File: src/rtl/serial_port_pkg.sv
// Constants and types shared by the serial port with address match
package serial_port_pkg;
   localparam int ADDR_W = 12;
   localparam int CNT_W  = 7;

   // Register indices; the byte address is four times the index
   localparam logic [7:0] SERIAL_CONTROL_IDX = 8'h98;
   localparam logic [7:0] SERIAL_BUFFER_IDX  = 8'h99;
   localparam logic [7:0] SLAVE_ADDRESS_IDX  = 8'hA9;
   localparam logic [7:0] SLAVE_MASK_IDX     = 8'hB9;
   localparam logic [7:0] PORT_CONFIG_IDX    = 8'hC0;
   localparam logic [7:0] IRQ_STATUS_IDX     = 8'hC1;
   localparam logic [7:0] IRQ_MASK_IDX       = 8'hC2;

   // Reset values
   localparam logic [7:0] SERIAL_CONTROL_RST = 8'h00;
   localparam logic [7:0] SLAVE_ADDRESS_RST  = 8'h00;
   localparam logic [7:0] SLAVE_MASK_RST     = 8'h00;
   localparam logic [5:0] PORT_CONFIG_RST    = 6'h00;
   localparam logic [2:0] IRQ_MASK_RST       = 3'h0;

   // Interrupt status and mask bit positions
   localparam int IRQ_TX_DONE = 0;
   localparam int IRQ_RX_DONE = 1;
   localparam int IRQ_FRAME   = 2;
   localparam int IRQ_W       = 3;

   // Field positions in the serial control register
   localparam int SC_MODE_HI = 7;

   // Bit times in clocks or in timer overflow ticks
   localparam logic [CNT_W-1:0] MODE0_SLOW_CLKS  = 7'h0C;
   localparam logic [CNT_W-1:0] MODE0_FAST_CLKS  = 7'h04;
   localparam logic [CNT_W-1:0] MODE2_SLOW_CLKS  = 7'h40;
   localparam logic [CNT_W-1:0] MODE2_FAST_CLKS  = 7'h20;
   localparam int               OVERSAMPLE_TICKS = 16;

   // Index of the last bit of a frame, counted from zero
   localparam logic [3:0] LAST_BIT_SYNC   = 4'h7;
   localparam logic [3:0] LAST_BIT_ASYNC10 = 4'h9;
   localparam logic [3:0] LAST_BIT_ASYNC11 = 4'hA;

   typedef enum logic [1:0] {
      MODE_SYNC,
      MODE_ASYNC10,
      MODE_ASYNC11_FIXED,
      MODE_ASYNC11_VAR
   } serial_mode_t;

   typedef struct packed {
      logic mode_hi;
      logic mode_lo;
      logic multiproc_enable;
      logic rx_enable;
      logic tx_ninth_bit;
      logic rx_ninth_bit;
      logic tx_done_flag;
      logic rx_done_flag;
   } serial_control_t;

   typedef struct packed {
      logic tx_clk_src;
      logic rx_clk_src;
      logic global_irq_enable;
      logic serial_irq_enable;
      logic baud_double;
      logic frame_error_select;
   } port_config_t;
endpackage : serial_port_pkg

File: src/rtl/serial_port_with_address_match.sv
// Serial port with synchronous and asynchronous modes and slave address match
//
// Functional notes
// - Control bit 7 is mode-high or framing error, chosen by frame_error_select.
// - Framing error flag sets on a bad stop bit, stays until software clears.
// - Modes: 0 sync 8 bits, 1 async 10, 2 async 11 fixed, 3 async 11 variable.
// - Modes 2/3 with multiproc_enable: no receive flag when ninth bit is zero.
// - Mode 1 with multiproc_enable: no receive flag without valid stop bit.
// - Mode 0: multiproc_enable selects 4 or 12 clocks per bit.
// - Reception starts only while rx_enable is one.
// - Modes 2/3 send tx_ninth_bit as ninth bit, unaltered by hardware.
// - rx_ninth_bit holds ninth bit (modes 2/3), stop bit (mode 1, no multiproc).
// - Transmit flag sets after bit 8 in mode 0, at stop start otherwise.
// - Receive flag sets after bit 8 in mode 0, mid stop bit otherwise.
// - Buffer reads return received byte; writes load the transmit buffer only when transmitter idle.
// - Slave address register holds the address matched in multiproc reception.
// - Interrupt reaches core only with serial and global enables both set.
// - Transmit line drives txd in modes 1-3, rxd in mode 0; receive data taken from rxd.
// - Mask bits select compared address bits; all-zero mask matches everything.
// - Modes 1/3 rates from timer 1 overflow, or timer 2 when source bit set.
`timescale 1ns/1ps
`default_nettype none
module serial_port_with_address_match #(
   parameter int OVS_TICKS = serial_port_pkg::OVERSAMPLE_TICKS
) (
   input  wire logic                                ref_clk,
   input  wire logic                                reset_n,
   input  wire logic                                clk_en,
   input  wire logic                                psel,
   input  wire logic                                penable,
   input  wire logic                                pwrite,
   input  wire logic [serial_port_pkg::ADDR_W-1:0] paddr,
   input  wire logic [31:0]                         pwdata,
   output logic      [31:0]                         prdata,
   output logic                                     pready,
   output logic                                     pslverr,
   input  wire logic                                timer1_ovf,
   input  wire logic                                timer2_ovf,
   input  wire logic                                rxd_in,
   output logic                                     rxd_out,
   output logic                                     rxd_oe_n,
   output logic                                     txd,
   output logic                                     irq
);
   import serial_port_pkg::*;

   if (OVS_TICKS < 2 || OVS_TICKS > 127) begin : g_check
      $error("OVS_TICKS must lie between 2 and 127");
   end

   localparam logic [CNT_W-1:0] OVS_LEN = CNT_W'(OVS_TICKS);

   typedef enum logic [1:0] {RX_IDLE, RX_ASYNC, RX_SYNC} rx_state_t;

   serial_control_t  serial_control_q;
   port_config_t     cfg_q;
   serial_mode_t     mode;
   rx_state_t        rx_state_q;
   logic             fe_q;
   logic [7:0]       rx_buf_q;
   logic [7:0]       slave_addr_q;
   logic [7:0]       slave_mask_q;
   logic [IRQ_W-1:0] irq_status_q;
   logic [IRQ_W-1:0] irq_mask_q;
   logic [IRQ_W-1:0] irq_events;
   logic [31:0]      prdata_q;
   logic [31:0]      rd_mux;
   logic [7:0]       reg_idx;
   logic             mapped;
   logic             acc_wr;
   logic             serial_control_wr;
   logic             buf_wr;
   logic             is11;
   logic [CNT_W-1:0] bit_len;
   logic [3:0]       frame_last;
   logic             tx_unit;
   logic             rx_unit;
   logic             tx_active_q;
   logic [10:0]      tx_sr_q;
   logic [3:0]       tx_idx_q;
   logic [CNT_W-1:0] tx_cnt_q;
   logic             tx_bit_end;
   logic             tx_start;
   logic             tx_done_evt;
   logic [3:0]       rx_idx_q;
   logic [CNT_W-1:0] rx_cnt_q;
   logic [8:0]       rx_sr_q;
   logic             rx_bit_end;
   logic             rx_mid;
   logic             rx_async_go;
   logic             rx_sync_go;
   logic             rx_stop_pt;
   logic             rx_sync_done;
   logic             rx_accept;
   logic             fe_evt;
   logic             addr_match;
   logic [7:0]       rx_data;

   // ==========================================================
   // APB decode
   assign reg_idx = paddr[9:2];
   assign pready  = clk_en;
   always_comb begin
      mapped = 1'b0;
      if (paddr[1:0] == 2'h0 && paddr[ADDR_W-1:10] == '0) begin
         unique case (reg_idx)
            SERIAL_CONTROL_IDX, SERIAL_BUFFER_IDX, SLAVE_ADDRESS_IDX, SLAVE_MASK_IDX,
            PORT_CONFIG_IDX, IRQ_STATUS_IDX, IRQ_MASK_IDX: mapped = 1'b1;
            default: mapped = 1'b0;
         endcase
      end
   end
   assign pslverr = psel && penable && !mapped;
   assign acc_wr  = psel && penable && pwrite && clk_en && mapped;
   assign serial_control_wr = acc_wr && reg_idx == SERIAL_CONTROL_IDX;
   assign buf_wr  = acc_wr && reg_idx == SERIAL_BUFFER_IDX;

   always_comb begin
      rd_mux = 32'h0000_0000;
      if (mapped) begin
         unique case (reg_idx)
            SERIAL_CONTROL_IDX: begin
               rd_mux[7:0]        = serial_control_q;
               rd_mux[SC_MODE_HI] = cfg_q.frame_error_select ? fe_q : serial_control_q.mode_hi;
            end
            SERIAL_BUFFER_IDX: rd_mux[7:0] = rx_buf_q;
            SLAVE_ADDRESS_IDX: rd_mux[7:0] = slave_addr_q;
            SLAVE_MASK_IDX:    rd_mux[7:0] = slave_mask_q;
            PORT_CONFIG_IDX:   rd_mux[5:0] = cfg_q;
            IRQ_STATUS_IDX:    rd_mux[IRQ_W-1:0] = irq_status_q;
            IRQ_MASK_IDX:      rd_mux[IRQ_W-1:0] = irq_mask_q;
            default:           rd_mux = 32'h0000_0000;
         endcase
      end
   end

   // Read data is captured on every selected cycle with clk_en set so it is ready at access
   always_ff @(posedge ref_clk or negedge reset_n) begin
      if (!reset_n) begin
         prdata_q <= 32'h0000_0000;
      end else if (clk_en && psel) begin
         prdata_q <= rd_mux;
      end
   end
   assign prdata = prdata_q;

   // ==========================================================
   // Software registers
   always_ff @(posedge ref_clk or negedge reset_n) begin
      if (!reset_n) begin
         slave_addr_q <= SLAVE_ADDRESS_RST;
         slave_mask_q <= SLAVE_MASK_RST;
         cfg_q        <= PORT_CONFIG_RST;
         irq_mask_q   <= IRQ_MASK_RST;
      end else if (acc_wr) begin
         if (reg_idx == SLAVE_ADDRESS_IDX) slave_addr_q <= pwdata[7:0];
         if (reg_idx == SLAVE_MASK_IDX)    slave_mask_q <= pwdata[7:0];
         if (reg_idx == PORT_CONFIG_IDX)   cfg_q        <= pwdata[5:0];
         if (reg_idx == IRQ_MASK_IDX)      irq_mask_q   <= pwdata[IRQ_W-1:0];
      end
   end

   // Serial control: hardware sets win over a software clear
   always_ff @(posedge ref_clk or negedge reset_n) begin
      if (!reset_n) begin
         serial_control_q <= SERIAL_CONTROL_RST;
         fe_q   <= 1'b0;
      end else if (clk_en) begin
         if (serial_control_wr) begin
            serial_control_q.mode_lo          <= pwdata[6];
            serial_control_q.multiproc_enable <= pwdata[5];
            serial_control_q.rx_enable        <= pwdata[4];
            serial_control_q.tx_ninth_bit     <= pwdata[3];
            if (!cfg_q.frame_error_select) serial_control_q.mode_hi <= pwdata[SC_MODE_HI];
         end
         if (fe_evt) fe_q <= 1'b1;
         else if (serial_control_wr && cfg_q.frame_error_select) fe_q <= pwdata[SC_MODE_HI];
         if (rx_accept) serial_control_q.rx_ninth_bit <= is11 ? rx_sr_q[8] : rxd_in;
         else if (serial_control_wr) serial_control_q.rx_ninth_bit <= pwdata[2];
         if (tx_done_evt) serial_control_q.tx_done_flag <= 1'b1;
         else if (serial_control_wr) serial_control_q.tx_done_flag <= pwdata[1];
         if (rx_accept) serial_control_q.rx_done_flag <= 1'b1;
         else if (serial_control_wr) serial_control_q.rx_done_flag <= pwdata[0];
      end
   end

   // ==========================================================
   // Mode and bit timing
   assign mode = serial_mode_t'({serial_control_q.mode_hi, serial_control_q.mode_lo});
   assign is11 = serial_control_q.mode_hi;

   always_comb begin
      unique case (mode)
         MODE_SYNC: begin
            bit_len    = serial_control_q.multiproc_enable ? MODE0_FAST_CLKS : MODE0_SLOW_CLKS;
            frame_last = LAST_BIT_SYNC;
            tx_unit    = 1'b1;
            rx_unit    = 1'b1;
         end
         MODE_ASYNC11_FIXED: begin
            bit_len    = cfg_q.baud_double ? MODE2_FAST_CLKS : MODE2_SLOW_CLKS;
            frame_last = LAST_BIT_ASYNC11;
            tx_unit    = 1'b1;
            rx_unit    = 1'b1;
         end
         MODE_ASYNC10, MODE_ASYNC11_VAR: begin
            bit_len    = OVS_LEN;
            frame_last = is11 ? LAST_BIT_ASYNC11 : LAST_BIT_ASYNC10;
            tx_unit    = cfg_q.tx_clk_src ? timer2_ovf : timer1_ovf;
            rx_unit    = cfg_q.rx_clk_src ? timer2_ovf : timer1_ovf;
         end
      endcase
   end

   // ==========================================================
   // Transmitter
   assign tx_start    = buf_wr && !tx_active_q;
   assign tx_bit_end  = tx_cnt_q >= bit_len - 7'h01;
   assign tx_done_evt = clk_en && tx_active_q && tx_unit && tx_bit_end &&
                        tx_idx_q == (mode == MODE_SYNC ? LAST_BIT_SYNC : frame_last - 4'h1);

   always_ff @(posedge ref_clk or negedge reset_n) begin
      if (!reset_n) begin
         tx_active_q <= 1'b0;
         tx_sr_q     <= 11'h7FF;
         tx_idx_q    <= 4'h0;
         tx_cnt_q    <= '0;
      end else if (clk_en) begin
         if (tx_start) begin
            tx_active_q <= 1'b1;
            tx_idx_q    <= 4'h0;
            tx_cnt_q    <= '0;
            if (mode == MODE_SYNC) tx_sr_q <= {3'h7, pwdata[7:0]};
            else tx_sr_q <= {1'b1, is11 ? serial_control_q.tx_ninth_bit : 1'b1, pwdata[7:0], 1'b0};
         end else if (tx_active_q && tx_unit) begin
            if (tx_bit_end) begin
               tx_cnt_q <= '0;
               tx_sr_q  <= {1'b1, tx_sr_q[10:1]};
               tx_idx_q <= tx_idx_q + 4'h1;
               if (tx_idx_q == frame_last) tx_active_q <= 1'b0;
            end else begin
               tx_cnt_q <= tx_cnt_q + 7'h01;
            end
         end
      end
   end

   // ==========================================================
   // Receiver
   assign rx_bit_end   = rx_cnt_q >= bit_len - 7'h01;
   assign rx_mid       = rx_cnt_q == (bit_len >> 1) - 7'h01;
   assign rx_async_go  = mode != MODE_SYNC && serial_control_q.rx_enable && !rxd_in;
   assign rx_sync_go   = mode == MODE_SYNC && serial_control_q.rx_enable && !serial_control_q.rx_done_flag &&
                         !tx_active_q && !buf_wr;
   assign rx_stop_pt   = clk_en && rx_state_q == RX_ASYNC && rx_unit && rx_mid &&
                         rx_idx_q == frame_last;
   assign rx_sync_done = clk_en && rx_state_q == RX_SYNC && rx_bit_end &&
                         rx_idx_q == LAST_BIT_SYNC;
   assign addr_match   = ((rx_data ^ slave_addr_q) & slave_mask_q) == 8'h00;
   assign fe_evt       = rx_stop_pt && !rxd_in;

   always_comb begin
      if (rx_state_q == RX_SYNC) rx_data = {rxd_in, rx_sr_q[8:2]};
      else if (is11) rx_data = rx_sr_q[7:0];
      else rx_data = rx_sr_q[8:1];
   end

   always_comb begin
      rx_accept = rx_sync_done;
      if (rx_stop_pt && !serial_control_q.rx_done_flag) begin
         if (is11) rx_accept = !serial_control_q.multiproc_enable || (rx_sr_q[8] && addr_match);
         else rx_accept = !serial_control_q.multiproc_enable || rxd_in;
      end
   end

   always_ff @(posedge ref_clk or negedge reset_n) begin
      if (!reset_n) begin
         rx_buf_q <= 8'h00;
      end else if (rx_accept) begin
         rx_buf_q <= rx_data;
      end
   end

   always_ff @(posedge ref_clk or negedge reset_n) begin
      if (!reset_n) begin
         rx_state_q <= RX_IDLE;
         rx_cnt_q   <= '0;
         rx_idx_q   <= 4'h0;
         rx_sr_q    <= 9'h000;
      end else if (clk_en) begin
         unique case (rx_state_q)
            RX_IDLE: begin
               rx_cnt_q <= '0;
               rx_idx_q <= 4'h0;
               if (rx_async_go) rx_state_q <= RX_ASYNC;
               else if (rx_sync_go) rx_state_q <= RX_SYNC;
            end
            RX_ASYNC: begin
               if (rx_unit) begin
                  rx_cnt_q <= rx_bit_end ? '0 : rx_cnt_q + 7'h01;
                  if (rx_bit_end) rx_idx_q <= rx_idx_q + 4'h1;
                  if (rx_mid) begin
                     // A start bit that is high again at mid-bit was a glitch
                     if (rx_idx_q == 4'h0 && rxd_in) rx_state_q <= RX_IDLE;
                     else if (rx_idx_q == frame_last) rx_state_q <= RX_IDLE;
                     else if (rx_idx_q != 4'h0) rx_sr_q <= {rxd_in, rx_sr_q[8:1]};
                  end
               end
            end
            RX_SYNC: begin
               rx_cnt_q <= rx_bit_end ? '0 : rx_cnt_q + 7'h01;
               if (rx_bit_end) begin
                  rx_sr_q  <= {rxd_in, rx_sr_q[8:1]};
                  rx_idx_q <= rx_idx_q + 4'h1;
                  if (rx_idx_q == LAST_BIT_SYNC) rx_state_q <= RX_IDLE;
               end
            end
         endcase
      end
   end

   // ==========================================================
   // Pins: mode 0 shifts data on rxd and the clock out on txd
   always_comb begin
      txd = 1'b1;
      if (mode == MODE_SYNC) begin
         if (tx_active_q) txd = tx_cnt_q >= (bit_len >> 1);
         else if (rx_state_q == RX_SYNC) txd = rx_cnt_q >= (bit_len >> 1);
      end else if (tx_active_q) begin
         txd = tx_sr_q[0];
      end
   end
   assign rxd_out  = tx_sr_q[0];
   assign rxd_oe_n = !(tx_active_q && mode == MODE_SYNC);

   // ==========================================================
   // Interrupts
   always_comb begin
      irq_events              = '0;
      irq_events[IRQ_TX_DONE] = tx_done_evt;
      irq_events[IRQ_RX_DONE] = rx_accept;
      irq_events[IRQ_FRAME]   = fe_evt;
   end

   always_ff @(posedge ref_clk or negedge reset_n) begin
      if (!reset_n) begin
         irq_status_q <= '0;
      end else if (clk_en) begin
         if (acc_wr && reg_idx == IRQ_STATUS_IDX) irq_status_q <= (irq_status_q & ~pwdata[IRQ_W-1:0]) | irq_events;
         else irq_status_q <= irq_status_q | irq_events;
      end
   end
   assign irq = cfg_q.serial_irq_enable && cfg_q.global_irq_enable && |(irq_status_q & irq_mask_q);
endmodule : serial_port_with_address_match
`default_nettype wire

File: config.mk
export PLATFORM = sky130hd
export DESIGN_NAME = serial_port_with_address_match
export DESIGN_NICKNAME = d
export VERILOG_FILES = /design/src/rtl/serial_port_pkg.sv /design/src/rtl/serial_port_with_address_match.sv
export SDC_FILE = /design/constraint.sdc
export NUM_CORES = 1
export LEC_CHECK = 0
export BUFFER_PORTS_ARGS = -buffer_cell sky130_fd_sc_hd__buf_2
export CAP_MARGIN = 20
export CORE_ASPECT_RATIO = 0.8
export CORE_UTILIZATION = 59
export DETAILED_ROUTE_END_ITERATION = 7
export GPL_ROUTABILITY_DRIVEN = 0
export PLACE_DENSITY_LB_ADDON = 0.12
export REMOVE_ABC_BUFFERS = 1
export SLEW_MARGIN = 25
export SYNTH_ARGS = -nofsm -noshare
export SYNTH_HDL_FRONTEND = slang
export SYNTH_SLANG_ARGS = --single-unit
export TNS_END_PERCENT = 5
File: constraint.sdc
create_clock -name ref_clk -period 4.52 [get_ports ref_clk]
set_input_delay 0.678 -clock ref_clk [delete_from_list [all_inputs] [get_ports ref_clk]]
set_output_delay 0.678 -clock ref_clk [all_outputs]
set_load 0.01 [all_outputs]
==> results by group, run 1 <==
Worst setup path
  – Crit-path max cell delay: 0.75 ns
  – Worst path top cell family by delay: compound AO/OA/AOI/OAI gates
  – CP Cell Sequence: nor2_1, buf_4, and2_1, ha_1, nand2_1, a311o_1, a32oi_2, nor2_2, a2111oi_4, mux2_2
  – Worst Path Required: 4.76 ns
  – CP Launch Type: flop
  – Critical Path End Type: flop
  – Slowest-stage cell, CP: dfrtp_1
  – Max FO, Critical Path: 22
  – Worst Path Arrival: 3.74 ns
  – CP bufs+invs: 1
  – Kind of critical path: reg -> reg

Synthesis
  – Primary flip-flop cell chosen by synthesis mapping: dfrtp_1
  – Cells after synthesis: 718
  – Share of the synthesized area in the top cell type: 0.3279
  – Top-count cell post-synth: dfrtp_1
  – Synth warn: 0
  – Synth Cell Area: 0.006640 mm^2
  – Register area share after synthesis: 0.3674
  – Post-synth top cells: dfrtp_1 (87), nand2_1 (85), mux2_2 (41)
  – Async SR Flop Fraction: 1.000
  – Post-synthesis average cell area: 9.248 um^2
  – Synth area leader: dfrtp_1
  – Post-synth EDFFs: 0
  – FF+latch count, synth: 97
  – Synth area leaders: dfrtp_1 (33%), mux2_2 (7.0%), mux2i_1 (5.3%)
  – Post-synth cell types: 73

Drt
  – Via count: 5,716
  – DR WL/cell: 19.25 um
  – DRC: 0
  – Routed wire length: 16,980 um
  – Vias per cell: 6.481
  – Remaining antenna violation count: 0
  – Pre-antenna DRT Iters: 6
  – Initial DRC count: 719

Clocking
  – CTS clk-pin slew, worst paths: 0.07 ns
  – Clk buf depth: 2
  – CTS tree: done
  – Clk sinks: 97
  – # hold bufs at CTS: 0
  – Inserted Clock Buffers: 9
  – Clk_lat worst skew: 0.35 ns
  – Post-CTS sizing: 0
  – Clk root buf: clkbuf_16
  – Post-CTS Setup Bufs: 0
  – H-tree Lvls: 3

Layout
  – Post-route insts no fill: 882
  – Area delta synth->final: 6.859%
  – Antenna fix cells: 0
  – Share of layout cells above drive strength 1: 0.1748
  – Layout Nets: 806

Pwr
  – Leak: 0.003188 uW
  – Sw Share: 0.3702
  – Clk network pwr share: 0.279
  – Power Dens Cells: 381.0 mW/mm^2
  – Combinational power share: 0.292
  – Reg power frac: 0.429
  – Int Pwr: 1703 uW
  – Max VDD drop: 0.0002333 V
  – Total net switching power: 1001 uW

Timing
  – Tmin final: 3.506 ns
  – Final Hold Vio Count: 0
  – Worst-Margin Slew: 0.9320 ns
  – Post-route setup slack: 1.014 ns
  – Fmax: 285.2 MHz
  – Period utilisation layout: 0.7757
  – Setup TNS: 0 ns
  – Unrepaired setup endpoints after global routing: false
  – Rel. slew slack: 0.3764
  – Setup-failing EPs final: 0
  – Clock Skews: 0.006225 ns
  – Pins over their slew limit: 0

Floorplan
  – Die ar.: 0.01169 mm^2
  – Die height: 96.89 um
  – Core Area: 0.01093 mm^2
  – Initial core utilization: 0.6073
  – DIE WIDTH: 120.6 um
  – Rows: 34
  – Num ports: 91

Global route
  – Total track usage: 0.3099
  – Number of global-route vias before repair: 5,350
  – Pin count of the biggest net entering global routing: 62
  – GRT overflow: 0
  – First-pass GRT wire length: 28,340 um
  – Initial antenna violation count: 0

Place
  – Post-DP HPWL: 12,170 um
  – Placement Setup Slack: 1.035 ns
  – Placed insts: 866
  – Number of port buffers: 42

Hold path
  – Worst min path class: in -> async

Run status
  – Status: completed

Flow run
  – Maxcap violations: 0
metrics by stage:
stage          total power [uW]  hold slack, ns    util  cell area, um^2
2_1_floorplan              1683          0.3824       -             6364
3_3_place_gp               1904          0.4544  0.6221             6802
3_5_place_dp               1935          0.4639  0.6221             6802
4_1_cts                    2693          0.4339  0.6484             7089
5_1_grt                    2847          0.4832  0.6490             7096
6_report                   2703          0.4133  0.6490             7096
sequential cells by signal, indices dropped and copies added (netlist names):
signal,count
irq_status_q,3
is11,1
fe_q,1
cfg_q,6
slave_addr_q,8
irq_mask_q,3
tx_cnt_q,7
rx_buf_q,8
tx_idx_q,4
rx_idx_q,4
serial_control_q,6
mode,1
rx_cnt_q,7
rx_sr_q,9
tx_sr_q,10
slave_mask_q,8
prdata,8
tx_active_q,1
rx_state_q,2
logic make-up (layout without fill, tap and decap cells):
family,count (synthesis),count (layout),synth area share
AND/OR/NAND/NOR,242,242,0.1877
AO/OA/AOI/OAI,177,177,0.1954
flip-flops,97,97,0.3674
buffers and inverters,88,85,0.06652
multiplexers,76,76,0.1223
adder cells (fa/ha/maj),20,20,0.03769
XOR/XNOR,17,17,0.02242
other,1,24,0.0005647
cell usage in the layout, fill, tap and decap left out, types with 16 or more instances in the layout:
master,count
dfrtp_1,87
nand2_1,85
mux2_2,41
buf_2,41
nor2_1,40
mux2i_1,35
o21ai_0,33
a21oi_1,31
conb_1,24
inv_1,21
ha_1,20
nand3_1,18
a311oi_1,16
routing by layer:
metal  GRT usage  routed length [um]  up-vias
met5           0                   0        -
met2      0.4580                7362      293
li1            -                   -     2663
met3     0.05896                1446       32
met4      0.1054                 405        0
met1      0.4542                7768     2728
layout make-up:
cell class                 count  area (um^2)
clock buffer                  11        242.7
clock inverter                 5        45.04
fill                         910         3837
inverter                      21        78.83
multi-input combinational    556         3851
sequential                    97         2440
tap                          144        180.2
timing repair buffer          48        257.7
worst reg2reg max path, stage by stage, from the launching register on:
cell       delay, ns
dfrtp_1         0.75
nor2_1          0.08
buf_4           0.21
and2_1          0.19
ha_1            0.27
nand2_1         0.07
a311o_1         0.36
a32oi_2         0.33
nor2_2          0.11
a2111oi_4       0.61
mux2_2          0.41
path summary, 6_finish.rpt:
kind	slack [ns]	depth (start not counted)	to	startpoint
min in group ref_clk	0.48	2	prdata[5]	prdata[5]
min reg2reg	0.48	2	prdata[5]	prdata[5]
max in group asynchronous	3.16	2	tx_sr_q[0]	reset_n
min	0.41	1	tx_active_q	reset_n
max reg2reg	1.01	10	rx_sr_q[3]	mode[0]
max	1.01	10	rx_sr_q[3]	mode[0]
power groups by stage:
stage	Combinational, uW	Clock (uW)	Sequential, uW
after floorplan	577	0	1110
after global placement	746	0	1160
after detailed placement	769	0	1170
after CTS	775	769	1150
after global routing	873	797	1180
final	788	755	1160
No activity file was read; power rests on OpenSTA's default activity.
==> run 2: changes to the inputs <==
--- a/config.mk
+++ b/config.mk
@@ -5,10 +5,11 @@
 export SDC_FILE = /design/constraint.sdc
 export NUM_CORES = 1
 export LEC_CHECK = 0
+export ABC_AREA = 1
 export BUFFER_PORTS_ARGS = -buffer_cell sky130_fd_sc_hd__buf_2
 export CAP_MARGIN = 20
 export CORE_ASPECT_RATIO = 0.8
-export CORE_UTILIZATION = 59
+export CORE_UTILIZATION = 58
 export DETAILED_ROUTE_END_ITERATION = 7
 export GPL_ROUTABILITY_DRIVEN = 0
 export PLACE_DENSITY_LB_ADDON = 0.12
==> constraint.sdc (replaced) <==
create_clock -name ref_clk -period 3.28 [get_ports ref_clk]
set_input_delay 0.492 -clock ref_clk [delete_from_list [all_inputs] [get_ports ref_clk]]
set_output_delay 0.492 -clock ref_clk [all_outputs]
set_load 0.01 [all_outputs]
==> results by group, run 2 <==
Layout
  – Share of layout cells above drive strength 1: 0.1438 (was 0.1748)
  – Most common cell after layout, fill and taps aside: nand2_1 (was dfrtp_1)
  – Biggest regs: tx_sr_q (10), rx_sr_q (9) (unchanged)
  – Max reg flops: 10 (unchanged)
  – Biggest register: tx_sr_q (unchanged)
  – Layout Nets: 944 (was 806)
  – Antenna fix cells: 0 (unchanged)
  – Final-layout fill cell count: 929 (was 910)
  – Area delta synth->final: 8.274% (was 6.859%)
  – Commonest cells after routing, fill and taps aside: nand2_1 (246), inv_1 (88), dfrtp_1 (86) (was dfrtp_1 (87), nand2_1 (85), mux2_2 (41), buf_2 (41), nor2_1 (40))

Synthesis
  – Synth Cell Area: 0.006276 mm^2 (was 0.006640 mm^2)
  – Synth area leader: dfrtp_1 (unchanged)
  – Top-count cell post-synth: nand2_1 (was dfrtp_1)
  – FF+latch count, synth: 97 (unchanged)
  – Post-synth top cells: nand2_1 (246), inv_1 (88), dfrtp_1 (87) (was dfrtp_1 (87), nand2_1 (85), mux2_2 (41))
  – Cells after synthesis: 833 (was 718)
  – Synth area leaders: dfrtp_1 (35%), nand2_1 (15%), nand3_1 (5.7%) (was dfrtp_1 (33%), mux2_2 (7.0%), mux2i_1 (5.3%))
  – Post-synth EDFFs: 0 (unchanged)
  – Post-synth cell types: 52 (was 73)
  – Synth warn: 0 (unchanged)
  – Async SR Flop Fraction: 1.000 (unchanged)
  – Share of the synthesized area in the top cell type: 0.3469 (was 0.3279)
  – Primary flip-flop cell chosen by synthesis mapping: dfrtp_1 (unchanged)
  – Post-synthesis average cell area: 7.534 um^2 (was 9.248 um^2)
  – Register area share after synthesis: 0.3888 (was 0.3674)

Worst setup path
  – R2R depth: 14 (was 10)
  – Max FO, Critical Path: 14 (was 22)
  – WP depth: 12 (was 10)
  – Reg2reg end: rx_idx_q[2] (was rx_sr_q[3])
  – Crit-path max cell delay: 0.51 ns (was 0.75 ns)
  – Worst Path Arrival: 2.53 ns (was 3.74 ns)
  – Critical Path End Type: output port (was flop)
  – CP Cell Sequence: buf_4, nor2_4, nand2_1, ha_1, a21boi_0, o21a_1, o21a_1, o21ai_0, nand2_1, nand3_1, nand2_1, buf_2 (was nor2_1, buf_4, and2_1, ha_1, nand2_1, a311o_1, a32oi_2, nor2_2, a2111oi_4, mux2_2)
  – CP bufs+invs: 2 (was 1)
  – Kind of critical path: reg -> out (was reg -> reg)
  – CP startpoint: is11 (was mode[0])
  – CP Launch Type: flop (unchanged)
  – FF-to-FF Start: is11 (was mode[0])
  – Worst Path Required: 2.79 ns (was 4.76 ns)
  – CP most frequent cell: nand2_1
  – Worst path top cell family by delay: compound AO/OA/AOI/OAI gates (unchanged)
  – Worst setup path endpoint: txd (was rx_sr_q[3])
  – Flop2flop setup slack: 0.50 ns (was 1.01 ns)
  – Slowest-stage cell, CP: dfrtp_2 (was dfrtp_1)

Pwr
  – Power Dens Cells: 479.3 mW/mm^2 (was 381.0 mW/mm^2)
  – Max VDD drop: 0.0003094 V (was 0.0002333 V)
  – Leak: 0.003358 uW (was 0.003188 uW)
  – Design Power: 3257 uW (was 2703 uW)

Timing
  – Setup-failing EPs final: 0 (unchanged)
  – Rel. slew slack: 0.4665 (was 0.3764)
  – Pins over their slew limit: 0 (unchanged)
  – Fmax: 330.7 MHz
  – Worst-Margin Slew: 0.7972 ns (was 0.9320 ns)
  – Unrepaired setup endpoints after global routing: false (unchanged)
  – Tmin final: 3.024 ns
  – Setup TNS: 0 ns (unchanged)
  – Clock Skews: 0.01331 ns (was 0.006225 ns)
  – Post-route setup slack: 0.2564 ns (was 1.014 ns)
  – Period utilisation layout: 0.9218
  – Final Hold Vio Count: 0 (unchanged)

Flow run
  – Maxcap violations: 0 (unchanged)

Clocking
  – CTS tree: done (unchanged)
  – Clk_lat worst skew: 0.35 ns (about the same)
  – H-tree Lvls: 3 (unchanged)
  – Post-CTS Setup Bufs: 0 (unchanged)
  – Inserted Clock Buffers: 9 (unchanged)
  – Clk sinks: 97 (unchanged)
  – Clk root buf: clkbuf_16 (unchanged)
  – CTS clk-pin slew, worst paths: 0.07 ns (about the same)
  – Clk buf depth: 2 (unchanged)

Drt
  – DR WL/cell: 15.91 um (was 19.25 um)
  – Routed wire length: 16,170 um (was 16,980 um)
  – Initial DRC count: 452 (was 719)
  – Pre-antenna DRT Iters: 5 (was 6)
  – Remaining antenna violation count: 0 (unchanged)
  – Via count: 5,763 (was 5,716)
  – DRC: 0 (unchanged)
  – Vias per cell: 5.672 (was 6.481)

Global route
  – First-pass GRT wire length: 26,430 um (was 28,340 um)
  – Number of global-route vias before repair: 5,279 (was 5,350)
  – Pin count of the biggest net entering global routing: 49 (was 62)
  – Initial antenna violation count: 1 (was 0)
  – GRT overflow: 0 (unchanged)
  – Total track usage: 0.3017 (was 0.3099)

Floorplan
  – Rows: 33 (was 34)
  – Die height: 95.04 um (was 96.89 um)
  – Core Area: 0.01041 mm^2 (was 0.01093 mm^2)
  – Num ports: 91 (unchanged)
  – Die ar.: 0.01124 mm^2 (was 0.01169 mm^2)
  – Initial core utilization: 0.6032 (was 0.6073)
  – DIE WIDTH: 118.3 um (was 120.6 um)

Place
  – Post-DP HPWL: 12,020 um (was 12,170 um)
  – Placement Setup Slack: 0.4930 ns (was 1.035 ns)
  – Number of port buffers: 42 (unchanged)

Hold path
  – Worst min path class: in -> async (unchanged)

Run status
  – Status: completed (unchanged)
[run 2: cell types whose count changed after synthesis, sizes merged, moves of 35 or more]
| cell | change |
|---|---|
| inv | +79 |
| mux2 | -41 |
| mux2i | -35 |
| nand2 | +168 |
| nand3 | +60 |
| o21ai | +72 |
[run 2: cells by family after synthesis]
group / after synthesis / synth area share
DFF: 97 / 0.3888
adders and majority gates: 20 / 0.03987
other: 1 / 0.0005975
AOI/OAI and AO/OA: 147 / 0.1396
xor gates and xnor gates: 14 / 0.01954
and+or+nand+nor: 409 / 0.2984
buffers and inverters: 145 / 0.1132
[run 2: metrics by stage]
| step | hold WS, ns | instance area (um^2) | util | cells |
|---|---|---|---|---|
| finish | 0.1489 | 6795 | 0.6531 | 1016 |
| global route | 0.1938 | 6795 | 0.6531 | 1016 |
| CTS | 0.1743 | 6794 | 0.6530 | 1016 |
| detailed placement | 0.4560 | 6472 | 0.6221 | 1000 |
| global placement | 0.4518 | 6472 | 0.6221 | 1000 |
| floorplan | 0.1964 | 6032 | - | 811 |
[run 2: layout make-up]
class / count / area [um^2] / share of cell area
clock buffer: 11 / 242.7 / 0.03572
clock inverter: 5 / 78.83 / 0.01160
inverter: 100 / 380.4 / 0.05597
multi-input combinational: 614 / 3212 / 0.4727
sequential: 97 / 2441 / 0.3592
tap: 140 / 175.2 / 0.02578
timing repair buffer: 49 / 265.3 / 0.03904
[run 2: how the worst min path moves through the flow]
stage             endpoint  slack [ns]
3_3_place_gp    tx_sr_q[1]        0.45
4_1_cts        rx_idx_q[3]        0.17
2_1_floorplan     cfg_q[0]        0.20
3_5_place_dp    tx_sr_q[1]        0.46
5_1_grt        rx_idx_q[3]        0.19
6_report       rx_idx_q[3]        0.15
[run 2: power by group]
| part | internal (uW) | switching [uW] | leakage, uW |
|---|---|---|---|
| Clock | 689 | 462 | 0.000159 |
| Combinational | 235 | 511 | 0.00203 |
| Sequential | 1270 | 86.7 | 0.00117 |
[run 2: routing by layer]
metal	track usage	part of all wire	vias to the layer above
li1	-	-	2753
met1	0.4331	0.45	2727
met2	0.4588	0.45	252
met3	0.06459	0.082	31
met4	0.09081	0.018	0
met5	0	0	-
[run 2: repair_timing]
item                       4_1_cts  5_1_grt
setup endpoints to repair        0        1
hold buffers                     0        0
gates resized for setup          0        1
